### src/inc/msd_pkg.sv
// Package of constants and carrier types for the memory space decoder
package msd_pkg;

  localparam logic [15:0] RESET_VECTOR    = 16'h0000;
  localparam logic [15:0] VECTOR_BASE     = 16'h0003;
  localparam int          VECTOR_STRIDE   = 8;
  localparam logic [7:0]  BANK_TOP        = 8'h1f;
  localparam logic [7:0]  BITAREA_BASE    = 8'h20;
  localparam logic [7:0]  BITAREA_TOP     = 8'h2f;
  localparam logic [7:0]  UPPER_BASE      = 8'h80;
  localparam int          REGS_PER_BANK   = 8;
  localparam int          CLKS_PER_MCYCLE = 4;
  localparam logic [1:0]  BANK_RESET      = 2'h0;

  typedef enum logic [1:0] {
    MSD_RAM, MSD_SFR, MSD_EXT_CODE, MSD_EXT_DATA
  } msd_target_e;

  // Kind of operand address the core presents
  typedef enum logic [2:0] {
    MSD_ACC_DIRECT, MSD_ACC_INDIRECT, MSD_ACC_STACK, MSD_ACC_REG,
    MSD_ACC_BIT, MSD_ACC_EXTERNAL_DATA_SPACE, MSD_ACC_CODE
  } msd_kind_e;

  // Placement of companion memories; bit0 program space, bit1 data space
  typedef struct packed {
    logic [1:0] main_flash;
    logic [1:0] second_flash;
    logic       sram_in_code;
  } msd_place_s;

  typedef struct packed {
    msd_kind_e  kind;
    logic       write;
    logic [15:0] addr;
  } msd_req_s;

  typedef struct packed {
    msd_target_e target;
    logic [7:0]  int_addr;
    logic [2:0]  bit_pos;
    logic        bit_mode;
    logic        sel_main;
    logic        sel_second;
    logic        sel_sram;
    logic        sel_ctrl;
    logic        refused;
  } msd_dec_s;

  function automatic logic [15:0] vector_of(input logic [2:0] src);
    vector_of = VECTOR_BASE + 16'(int'(src) * VECTOR_STRIDE);
  endfunction : vector_of

endpackage : msd_pkg

### src/verilog/msd_cycle_timer.sv
// Machine-cycle phase counter of four core clocks
module msd_cycle_timer
  import msd_pkg::*;
(
  // Clock and reset
  input  wire logic       clk_sys_i,
  input  wire logic       rstn_i,
  // Phase
  output logic [1:0]      phase_o,
  output logic            mcycle_end_o
);

  logic [1:0] phase_q;

  always_ff @(posedge clk_sys_i or negedge rstn_i) begin
    if (!rstn_i) begin
      phase_q <= 2'h0;
    end else begin
      phase_q <= (phase_q == 2'(CLKS_PER_MCYCLE - 1)) ? 2'h0 : phase_q + 2'h1;
    end
  end

  assign phase_o      = phase_q;
  assign mcycle_end_o = (phase_q == 2'(CLKS_PER_MCYCLE - 1));

  a_cycle_len: assert property (@(posedge clk_sys_i) disable iff (!rstn_i)
    mcycle_end_o |=> !mcycle_end_o [*3] ##1 mcycle_end_o)
    else $error("machine cycle is not four clocks");

endmodule : msd_cycle_timer

### src/verilog/msd_addr_decode.sv
// Combinational address-space decoder
module msd_addr_decode
  import msd_pkg::*;
(
  // Request
  input  msd_req_s        req_i,
  input  wire logic [1:0] bank_i,
  input  msd_place_s      place_i,
  // Result
  output msd_dec_s        dec_o
);

  function automatic logic in_space(input logic [1:0] pl, input logic code);
    in_space = code ? pl[0] : pl[1];
  endfunction : in_space

  always_comb begin
    logic [7:0] a;
    a = req_i.addr[7:0];
    dec_o = '0;
    dec_o.int_addr = a;
    dec_o.target = MSD_RAM;
    case (req_i.kind)
      MSD_ACC_REG: begin
        dec_o.int_addr = {3'h0, bank_i, a[2:0]};
      end
      MSD_ACC_DIRECT: begin
        if (a >= UPPER_BASE) dec_o.target = MSD_SFR;
      end
      MSD_ACC_INDIRECT, MSD_ACC_STACK: begin
        dec_o.target = MSD_RAM;
      end
      MSD_ACC_BIT: begin
        dec_o.bit_mode = 1'b1;
        dec_o.bit_pos  = a[2:0];
        if (a[7]) begin
          dec_o.target   = MSD_SFR;
          dec_o.int_addr = {a[7:3], 3'h0};
        end else begin
          dec_o.int_addr = 8'(BITAREA_BASE + {4'h0, a[6:3]});
        end
      end
      MSD_ACC_EXTERNAL_DATA_SPACE: begin
        dec_o.target     = MSD_EXT_DATA;
        dec_o.sel_main   = in_space(place_i.main_flash, 1'b0);
        dec_o.sel_second = in_space(place_i.second_flash, 1'b0);
        dec_o.sel_sram   = 1'b1;
        dec_o.sel_ctrl   = 1'b1;
      end
      MSD_ACC_CODE: begin
        dec_o.target     = MSD_EXT_CODE;
        dec_o.sel_main   = in_space(place_i.main_flash, 1'b1);
        dec_o.sel_second = in_space(place_i.second_flash, 1'b1);
        dec_o.sel_sram   = place_i.sram_in_code;
        dec_o.refused    = req_i.write;
      end
      default: dec_o.refused = 1'b1;
    endcase
  end

endmodule : msd_addr_decode

### src/verilog/msd_space_ctrl.sv
// Top of the memory space decoder: registered access steering and vectors
module msd_space_ctrl
  import msd_pkg::*;
(
  // Clock and reset
  input  wire logic        clk_sys_i,
  input  wire logic        rstn_i,
  // Core request
  input  wire logic        req_valid_i,
  input  msd_req_s         req_i,
  input  wire logic [1:0]  psw_bank_i,
  input  wire logic        psw_bank_we_i,
  // Program flow
  input  wire logic        branch_i,
  input  wire logic [15:0] branch_addr_i,
  input  wire logic        pc_step_i,
  input  wire logic        irq_take_i,
  input  wire logic [2:0]  irq_src_i,
  // Placement
  input  msd_place_s       place_nv_i,
  input  wire logic        update_ovr_i,
  input  msd_place_s       place_ovr_i,
  // Results
  output msd_dec_s         dec_o,
  output logic [15:0]      ext_addr_o,
  output logic [7:0]       int_addr_o,
  output logic             program_fetch_strobe_n_o,
  output logic             data_read_strobe_n_o,
  output logic             data_write_strobe_n_o,
  output logic [15:0]      program_counter_o,
  output logic [1:0]       bank_o,
  output logic [1:0]       phase_o
);

  logic [1:0]  phase;
  logic        mcycle_end;
  logic [1:0]  bank_q;
  logic [15:0] pc_q;
  msd_place_s  place_q;
  msd_place_s  nv_s1_q, nv_s2_q;
  logic        ovr_s1_q, ovr_s2_q;
  logic        rst_done_q;
  msd_dec_s    dec_c;
  msd_dec_s    dec_q;
  logic [15:0] ext_q;
  logic        program_fetch_strobe_n_n_q, rd_n_q, wr_n_q;
  logic        take_code_c, take_data_c;

  // ********************
  // Machine cycle
  // ********************
  msd_cycle_timer u_timer (
    .clk_sys_i    (clk_sys_i),
    .rstn_i       (rstn_i),
    .phase_o      (phase),
    .mcycle_end_o (mcycle_end)
  );

  // ********************
  // Bank select
  // ********************
  always_ff @(posedge clk_sys_i or negedge rstn_i) begin
    if (!rstn_i) begin
      bank_q <= BANK_RESET;
    end else if (psw_bank_we_i) begin
      bank_q <= psw_bank_i;
    end
  end

  // ********************
  // Program counter and vectors
  // ********************
  always_ff @(posedge clk_sys_i or negedge rstn_i) begin
    if (!rstn_i) begin
      pc_q <= RESET_VECTOR;
    end else if (irq_take_i) begin
      pc_q <= vector_of(irq_src_i);
    end else if (branch_i) begin
      pc_q <= branch_addr_i;
    end else if (pc_step_i) begin
      pc_q <= pc_q + 16'h1;
    end
  end

  // ********************
  // Placement, loaded after reset release
  // ********************
  always_ff @(posedge clk_sys_i or negedge rstn_i) begin
    if (!rstn_i) begin
      nv_s1_q  <= '0;
      nv_s2_q  <= '0;
      ovr_s1_q <= 1'b0;
      ovr_s2_q <= 1'b0;
    end else begin
      nv_s1_q  <= place_nv_i;
      nv_s2_q  <= nv_s1_q;
      ovr_s1_q <= update_ovr_i;
      ovr_s2_q <= ovr_s1_q;
    end
  end

  always_ff @(posedge clk_sys_i or negedge rstn_i) begin
    if (!rstn_i) begin
      rst_done_q <= 1'b0;
      place_q    <= '0;
    end else begin
      rst_done_q <= 1'b1;
      if (!rst_done_q || !ovr_s2_q) begin
        place_q <= nv_s2_q;
      end else begin
        place_q <= place_ovr_i;
      end
    end
  end

  // ********************
  // Decode and strobes
  // ********************
  msd_addr_decode u_dec (
    .req_i   (req_i),
    .bank_i  (bank_q),
    .place_i (place_q),
    .dec_o   (dec_c)
  );

  // Request accepted this cycle for program or data space
  assign take_code_c = req_valid_i && !dec_c.refused && dec_c.target == MSD_EXT_CODE;
  assign take_data_c = req_valid_i && !dec_c.refused && dec_c.target == MSD_EXT_DATA;

  always_ff @(posedge clk_sys_i or negedge rstn_i) begin
    if (!rstn_i) begin
      dec_q <= '0;
      ext_q <= 16'h0000;
    end else if (req_valid_i) begin
      dec_q <= dec_c;
      ext_q <= req_i.addr;
    end
  end

  // Strobes stand for one cycle per accepted request
  always_ff @(posedge clk_sys_i or negedge rstn_i) begin
    if (!rstn_i) begin
      program_fetch_strobe_n_n_q <= 1'b1;
    end else begin
      program_fetch_strobe_n_n_q <= !take_code_c;
    end
  end

  always_ff @(posedge clk_sys_i or negedge rstn_i) begin
    if (!rstn_i) begin
      rd_n_q <= 1'b1;
      wr_n_q <= 1'b1;
    end else begin
      rd_n_q <= !(take_data_c && !req_i.write);
      wr_n_q <= !(take_data_c && req_i.write);
    end
  end

  assign dec_o                    = dec_q;
  assign ext_addr_o               = ext_q;
  assign int_addr_o               = dec_q.int_addr;
  assign program_fetch_strobe_n_o = program_fetch_strobe_n_n_q;
  assign data_read_strobe_n_o     = rd_n_q;
  assign data_write_strobe_n_o    = wr_n_q;
  assign program_counter_o        = pc_q;
  assign bank_o                   = bank_q;
  assign phase_o                  = phase;

  // ********************
  // Checks: internal space
  // ********************
  a_reg_in_bank: assert property (@(posedge clk_sys_i) disable iff (!rstn_i)
    req_valid_i && req_i.kind == MSD_ACC_REG |=> int_addr_o[7:3] == {3'h0, $past(bank_q)}
      && int_addr_o <= BANK_TOP)
    else $error("register operand left the active bank");

  a_bit_area: assert property (@(posedge clk_sys_i) disable iff (!rstn_i)
    req_valid_i && req_i.kind == MSD_ACC_BIT && !req_i.addr[7] |=>
      int_addr_o >= BITAREA_BASE && int_addr_o <= BITAREA_TOP)
    else $error("bit address outside bit area");

  a_bit_pos: assert property (@(posedge clk_sys_i) disable iff (!rstn_i)
    req_valid_i && req_i.kind == MSD_ACC_BIT |=>
      dec_o.bit_mode && dec_o.bit_pos == $past(req_i.addr[2:0]))
    else $error("bit position not carried");

  a_upper_ind: assert property (@(posedge clk_sys_i) disable iff (!rstn_i)
    req_valid_i && req_i.kind inside {MSD_ACC_INDIRECT, MSD_ACC_STACK} |=>
      dec_o.target == MSD_RAM && int_addr_o == $past(req_i.addr[7:0]))
    else $error("indirect access did not reach RAM");

  a_lower_both: assert property (@(posedge clk_sys_i) disable iff (!rstn_i)
    req_valid_i && req_i.kind inside {MSD_ACC_DIRECT, MSD_ACC_INDIRECT} && !req_i.addr[7] |=>
      dec_o.target == MSD_RAM && int_addr_o == $past(req_i.addr[7:0]))
    else $error("lower RAM not reached");

  a_direct_sfr: assert property (@(posedge clk_sys_i) disable iff (!rstn_i)
    req_valid_i && req_i.kind == MSD_ACC_DIRECT |=>
      (dec_o.target == MSD_SFR) == $past(req_i.addr[7]))
    else $error("direct access routed wrongly");

  a_sfr_bit: assert property (@(posedge clk_sys_i) disable iff (!rstn_i)
    req_valid_i && req_i.kind == MSD_ACC_BIT && req_i.addr[7] |=>
      int_addr_o[2:0] == 3'h0 && dec_o.target == MSD_SFR)
    else $error("bit access to non-bit special register");

  a_no_ext_int: assert property (@(posedge clk_sys_i) disable iff (!rstn_i)
    dec_o.target == MSD_RAM || dec_o.target == MSD_SFR |->
      data_read_strobe_n_o && data_write_strobe_n_o)
    else $error("external strobe on internal access");

  // ********************
  // Checks: external space
  // ********************
  a_ext_addr: assert property (@(posedge clk_sys_i) disable iff (!rstn_i)
    req_valid_i |=> ext_addr_o == $past(req_i.addr))
    else $error("external address not carried");

  a_fetch_strobe: assert property (@(posedge clk_sys_i) disable iff (!rstn_i)
    req_valid_i && req_i.kind == MSD_ACC_CODE && !req_i.write |=>
      !program_fetch_strobe_n_o ##1 program_fetch_strobe_n_o || $past(req_valid_i))
    else $error("code fetch not strobed");

  a_fetch_code_only: assert property (@(posedge clk_sys_i) disable iff (!rstn_i)
    !program_fetch_strobe_n_o |-> dec_o.target == MSD_EXT_CODE && !dec_o.refused)
    else $error("fetch strobe without code read");

  a_no_code_wr: assert property (@(posedge clk_sys_i) disable iff (!rstn_i)
    req_valid_i && req_i.kind == MSD_ACC_CODE && req_i.write |=>
      program_fetch_strobe_n_o && data_write_strobe_n_o)
    else $error("program space was written");

  a_data_place: assert property (@(posedge clk_sys_i) disable iff (!rstn_i)
    req_valid_i && req_i.kind == MSD_ACC_EXTERNAL_DATA_SPACE |=>
      dec_o.sel_sram && dec_o.sel_ctrl && !data_read_strobe_n_o == !$past(req_i.write))
    else $error("data space access mis-steered");

  a_one_data_strobe: assert property (@(posedge clk_sys_i) disable iff (!rstn_i)
    !data_read_strobe_n_o || !data_write_strobe_n_o |->
      data_read_strobe_n_o != data_write_strobe_n_o && dec_o.target == MSD_EXT_DATA)
    else $error("data strobes not exclusive");

  a_strobe_pulse: assert property (@(posedge clk_sys_i) disable iff (!rstn_i)
    !req_valid_i |=>
      program_fetch_strobe_n_o && data_read_strobe_n_o && data_write_strobe_n_o)
    else $error("strobe without request");

  // ********************
  // Checks: placement
  // ********************
  a_code_place: assert property (@(posedge clk_sys_i) disable iff (!rstn_i)
    req_valid_i && req_i.kind == MSD_ACC_CODE |=> !dec_o.sel_ctrl
      && dec_o.sel_sram == $past(place_q.sram_in_code))
    else $error("program space selects wrong memory");

  a_flash_data: assert property (@(posedge clk_sys_i) disable iff (!rstn_i)
    req_valid_i && req_i.kind == MSD_ACC_EXTERNAL_DATA_SPACE |=>
      dec_o.sel_main == $past(place_q.main_flash[1])
      && dec_o.sel_second == $past(place_q.second_flash[1]))
    else $error("flash not steered into data space");

  a_flash_code: assert property (@(posedge clk_sys_i) disable iff (!rstn_i)
    req_valid_i && req_i.kind == MSD_ACC_CODE |=>
      dec_o.sel_main == $past(place_q.main_flash[0])
      && dec_o.sel_second == $past(place_q.second_flash[0]))
    else $error("flash not steered into program space");

  a_place_stored: assert property (@(posedge clk_sys_i) disable iff (!rstn_i)
    !ovr_s2_q |=> place_q == $past(nv_s2_q))
    else $error("stored placement not applied");

  a_place_update: assert property (@(posedge clk_sys_i) disable iff (!rstn_i)
    rst_done_q && ovr_s2_q |=> place_q == $past(place_ovr_i))
    else $error("update placement not applied");

  // ********************
  // Checks: program flow and bank
  // ********************
  a_reset_pc: assert property (@(posedge clk_sys_i)
    $rose(rstn_i) |-> program_counter_o == RESET_VECTOR)
    else $error("program counter not at reset vector");

  a_reset_bank: assert property (@(posedge clk_sys_i)
    $rose(rstn_i) |-> bank_o == BANK_RESET)
    else $error("bank not cleared by reset");

  a_reset_strobes: assert property (@(posedge clk_sys_i)
    $rose(rstn_i) |->
      program_fetch_strobe_n_o && data_read_strobe_n_o && data_write_strobe_n_o)
    else $error("strobe active out of reset");

  a_irq_vector: assert property (@(posedge clk_sys_i) disable iff (!rstn_i)
    irq_take_i |=> program_counter_o == 16'h0003 + {10'h0, $past(irq_src_i), 3'h0})
    else $error("wrong interrupt vector");

  a_pc_branch: assert property (@(posedge clk_sys_i) disable iff (!rstn_i)
    branch_i && !irq_take_i |=> program_counter_o == $past(branch_addr_i))
    else $error("branch target not loaded");

  a_pc_step: assert property (@(posedge clk_sys_i) disable iff (!rstn_i)
    pc_step_i && !branch_i && !irq_take_i |=>
      program_counter_o == $past(program_counter_o) + 16'h1)
    else $error("program counter did not step");

  a_pc_hold: assert property (@(posedge clk_sys_i) disable iff (!rstn_i)
    !pc_step_i && !branch_i && !irq_take_i |=>
      $stable(program_counter_o))
    else $error("program counter moved on its own");

  a_bank_load: assert property (@(posedge clk_sys_i) disable iff (!rstn_i)
    psw_bank_we_i |=> bank_o == $past(psw_bank_i))
    else $error("bank select not loaded");

  a_bank_hold: assert property (@(posedge clk_sys_i) disable iff (!rstn_i)
    !psw_bank_we_i |=> $stable(bank_o))
    else $error("active bank changed without a load");

endmodule : msd_space_ctrl

### config.mk
export PLATFORM = sky130hd
export DESIGN_NAME = msd_space_ctrl
export DESIGN_NICKNAME = d
export VERILOG_FILES = /design/src/inc/msd_pkg.sv /design/src/verilog/msd_cycle_timer.sv /design/src/verilog/msd_addr_decode.sv /design/src/verilog/msd_space_ctrl.sv
export SDC_FILE = /design/constraint.sdc
export NUM_CORES = 1
export LEC_CHECK = 0
export BUFFER_PORTS_ARGS = -buffer_cell sky130_fd_sc_hd__buf_4
export CORE_ASPECT_RATIO = 1.1
export CORE_UTILIZATION = 35
export DETAILED_ROUTE_END_ITERATION = 12
export PLACE_DENSITY_LB_ADDON = 0.3
export SYNTH_ARGS = -nofsm -noshare
export SYNTH_HDL_FRONTEND = slang
export SYNTH_SLANG_ARGS = --single-unit
### constraint.sdc
create_clock -name clk_sys_i -period 1.7 [get_ports clk_sys_i]
set_input_delay 0.34 -clock clk_sys_i [delete_from_list [all_inputs] [get_ports clk_sys_i]]
set_output_delay 0.34 -clock clk_sys_i [all_outputs]
set_load 0.02 [all_outputs]
==> impl_metrics.toml <==
[synth]
synthesis.nets = 345
synthTopCellsByCount = "73 x dfrtp_1, 20 x mux2_2, 18 x inv_1"
ys_types = 49
syn_area_um2 = 3330
synthMostInstantiatedCell = "dfrtp_1"
synth_top_family_by_area = "simple AND/OR/NAND/NOR gates"
yosysWarnings = 0
synth_area_leader_cell = "dfrtp_1"
yosys-top-cells-area = "dfrtp_1 55%, mux2_2 6.8%, a21oi_1 2.6%"
synthMuxAreaShare_pct = 8.57
synth_compound_area_share_pct = 11.0
synth_adder_area_share_pct = 0.752
syn_area_per_cell_um2 = 11.7
synth_xor_area_share_pct = 2.90
yosysSeqAreaShare_pct = 57.3
synth_flop_cell = "dfrtp_1"
synth_top_area_share_pct = 54.9
synth-simple-area-share_pct = 13.2
synthCells = 284
synth-seq-cells = 76
synth-edff-count = 0
async_flop_share_pct = 100

[power_and_ir_drop]
powerDensity_nw_per_um2 = 931
leakagePower_uw = 0.00220
ir_drop_mv = 0.474

[floorplan]
start_util_pct = 36.7
coreArea_um2 = 9050
ios = 125
dieArea_um2 = 9900
rows = 36
die_y_um = 104
die_w_um = 95.0

[run_status]
status = "finished clean"

[place]
dpl.hpwl_mm = 5.50
gp_congestion = 0.795
portBuffers = 124
dp_slack_ns = 0.0864

[setup_path]
cp_data_required_time_ns = 1.97
start_kind = "register"
r2r_slack_ns = 0.15
arrival_ns = 1.82
critPathCaptureType = "register"
crit_chain = "ha_1 -> nand3_1 -> or3_1 -> a21o_1 -> a21oi_1"
cpLargestDelayFamily = "simple AND/OR/NAND/NOR gates"
setup.worst_path.start = "program_counter_o[0]"
r2r-start = "program_counter_o[0]"
cp_num_buf_inv = 0
reg2reg_to = "program_counter_o[6]"
max_stage_delay_ns = 0.38
cp_max_fo = 6
crit_cells = 5
cp-endpoint = "program_counter_o[6]"
critPathSlowestCell = "or3_1"
r2r_cells = 5
critPathKind = "register to register"

[cells_and_area]
final_nets = 469
syn2layout_area_growth_pct = 37.3
utilization_pct = 50.5
diodes = 0
drive_gt1_share_pct = 43.8

[routing]
viasPerCell = 4.89
routedWlPerCell_um = 14.1
ant_nets = 0
wirelength_mm = 7.43
remaining_drc_errors = 0
drtIter0Drc = 55
vias = 2579
firstDrtPassIters = 4

[timing]
max_freq_mhz = 646
fin_crit_sh_pct = 91.0
setup_tns_ns = 0
drv_slew = 0
period_needed_ns = 1.55
rsz0062_at_grt = "no"
hold_violations = 0
clock_skew_ns = 0.0110
fin_hold_ws_ns = 0.111
setup_viol = 0
layout_setup_ws_ns = 0.152

[global_route]
grt_overflow = 0
antenna_found_initial = 0
grt_pass1_wl_mm = 12.1
grtUsageTotal_pct = 15.7
grt_pass1_vias = 2483
grt_max_degree = 32

[clock_network]
post_cts_buffers = 0
cts_tree = "done"
cts.sinks = 76
clock_latency_ns = 0.34
clkTransAtPathRegs_ns = 0.08
cts_root_buffer = "clkbuf_8"
clockBufferDepth = 2
h-tree-depth = 3
cts_made_buffers = 9

[run]
cap_violations = 0

[hold_path]
min_path_type = "primary input to register"
[where the power goes]
group	total [µW]	switching [µW]	internal, µW	leakage (µW)
clock	1400	674	725	0.0000999
combinational	818	425	393	0.00118
sequential	2040	99.7	1940	0.000917
[registers in the layout, summed over array words and instances (netlist names)]
signal                    cells
data_write_strobe_n_o         1
int_addr_o                    8
dec_o                        11
program_fetch_strobe_n_o      1
ovr_s1_q                      1
ext_addr_o                   16
nv_s1_q                       5
data_read_strobe_n_o          1
place_q                       5
u_timer.phase_o               2
bank_o                        2
nv_s2_q                       5
rst_done_q                    1
program_counter_o            16
ovr_s2_q                      1
[metrics by stage]
| step | instance area (µm²) | cells | power, µW |
|---|---|---|---|
| floorplan | 3330 | 284 | 2490 |
| global placement | 4350 | 510 | 2880 |
| detailed placement | 4350 | 510 | 2900 |
| CTS | 4560 | 527 | 4310 |
| global route | 4570 | 527 | 4480 |
| finish | 4570 | 527 | 4260 |
[worst reg2reg max path: cells and delay by family, from the launching register on]
kind / cells / cell delay [ns]
simple gates: 2 / 0.61
flops: 1 / 0.36
compound gates: 2 / 0.31
fa+ha+maj: 1 / 0.20
[timing repair]
item | CTS | global route
endpoints found under the setup margin | 0 | 2
gates resized for setup | 0 | 1
hold buffers | 1 | 0
endpoints found under the hold margin | 16 | 0
[layout by cell type (no fill, tap or decap), types with 2 or more instances in the layout]
cell type	count
buf_4	133
xnor2_1	4
dfstp_2	3
a21oi_1	17
nand4_1	3
o21a_1	6
nand2b_1	4
nand4_2	2
nor4_4	2
mux2_2	20
nand2_1	17
dfrtp_1	73
nor3b_1	4
xor2_1	7
nand3_1	6
nor2_1	12
ha_1	2
inv_1	18
a2111oi_2	2
o2bb2ai_1	4
o21ai_0	12
a22oi_1	4
mux2i_1	6
clkbuf_8	10
nor4_1	5
nor2b_1	3
nor3_1	5
a21o_1	2
[per-layer routing]
layer	vias to the layer above	routed length [µm]	GRT usage [%]
met1	1239	3220	19.7
li1	1232	-	-
met4	0	87	5.09
met5	-	0	0
met3	10	546	4.82
met2	98	3570	25.4
[layout make-up]
cell class,count,area [µm²]
fill,819,4480
sequential,76,1910
multi-input combinational,168,1220
timing repair buffer,135,1030
tap,114,143
clock buffer,11,141
inverter,18,67.6
clock inverter,5,60.1
[worst min path at each step]
stage,start,to,cells after the start
final,update_ovr_i,ovr_s1_q,1
after global routing,place_nv_i[0],nv_s1_q[0],1
after CTS,update_ovr_i,ovr_s1_q,1
after detailed placement,rstn_i,ext_addr_o[9],1
after global placement,rstn_i,ext_addr_o[9],1
after floorplan,rstn_i,bank_o[0],0
[kinds of logic (layout without fill, tap and decap cells)]
| family | after synthesis | count (layout) |
|---|---|---|
| other cells | 1 | 1 |
| flops | 76 | 76 |
| compound gates | 55 | 55 |
| buf+inv | 40 | 169 |
| simple gates | 73 | 73 |
| mux | 26 | 26 |
| xor+xnor | 11 | 11 |
| fa+ha+maj | 2 | 2 |
Power figures use the tool's default switching activity.
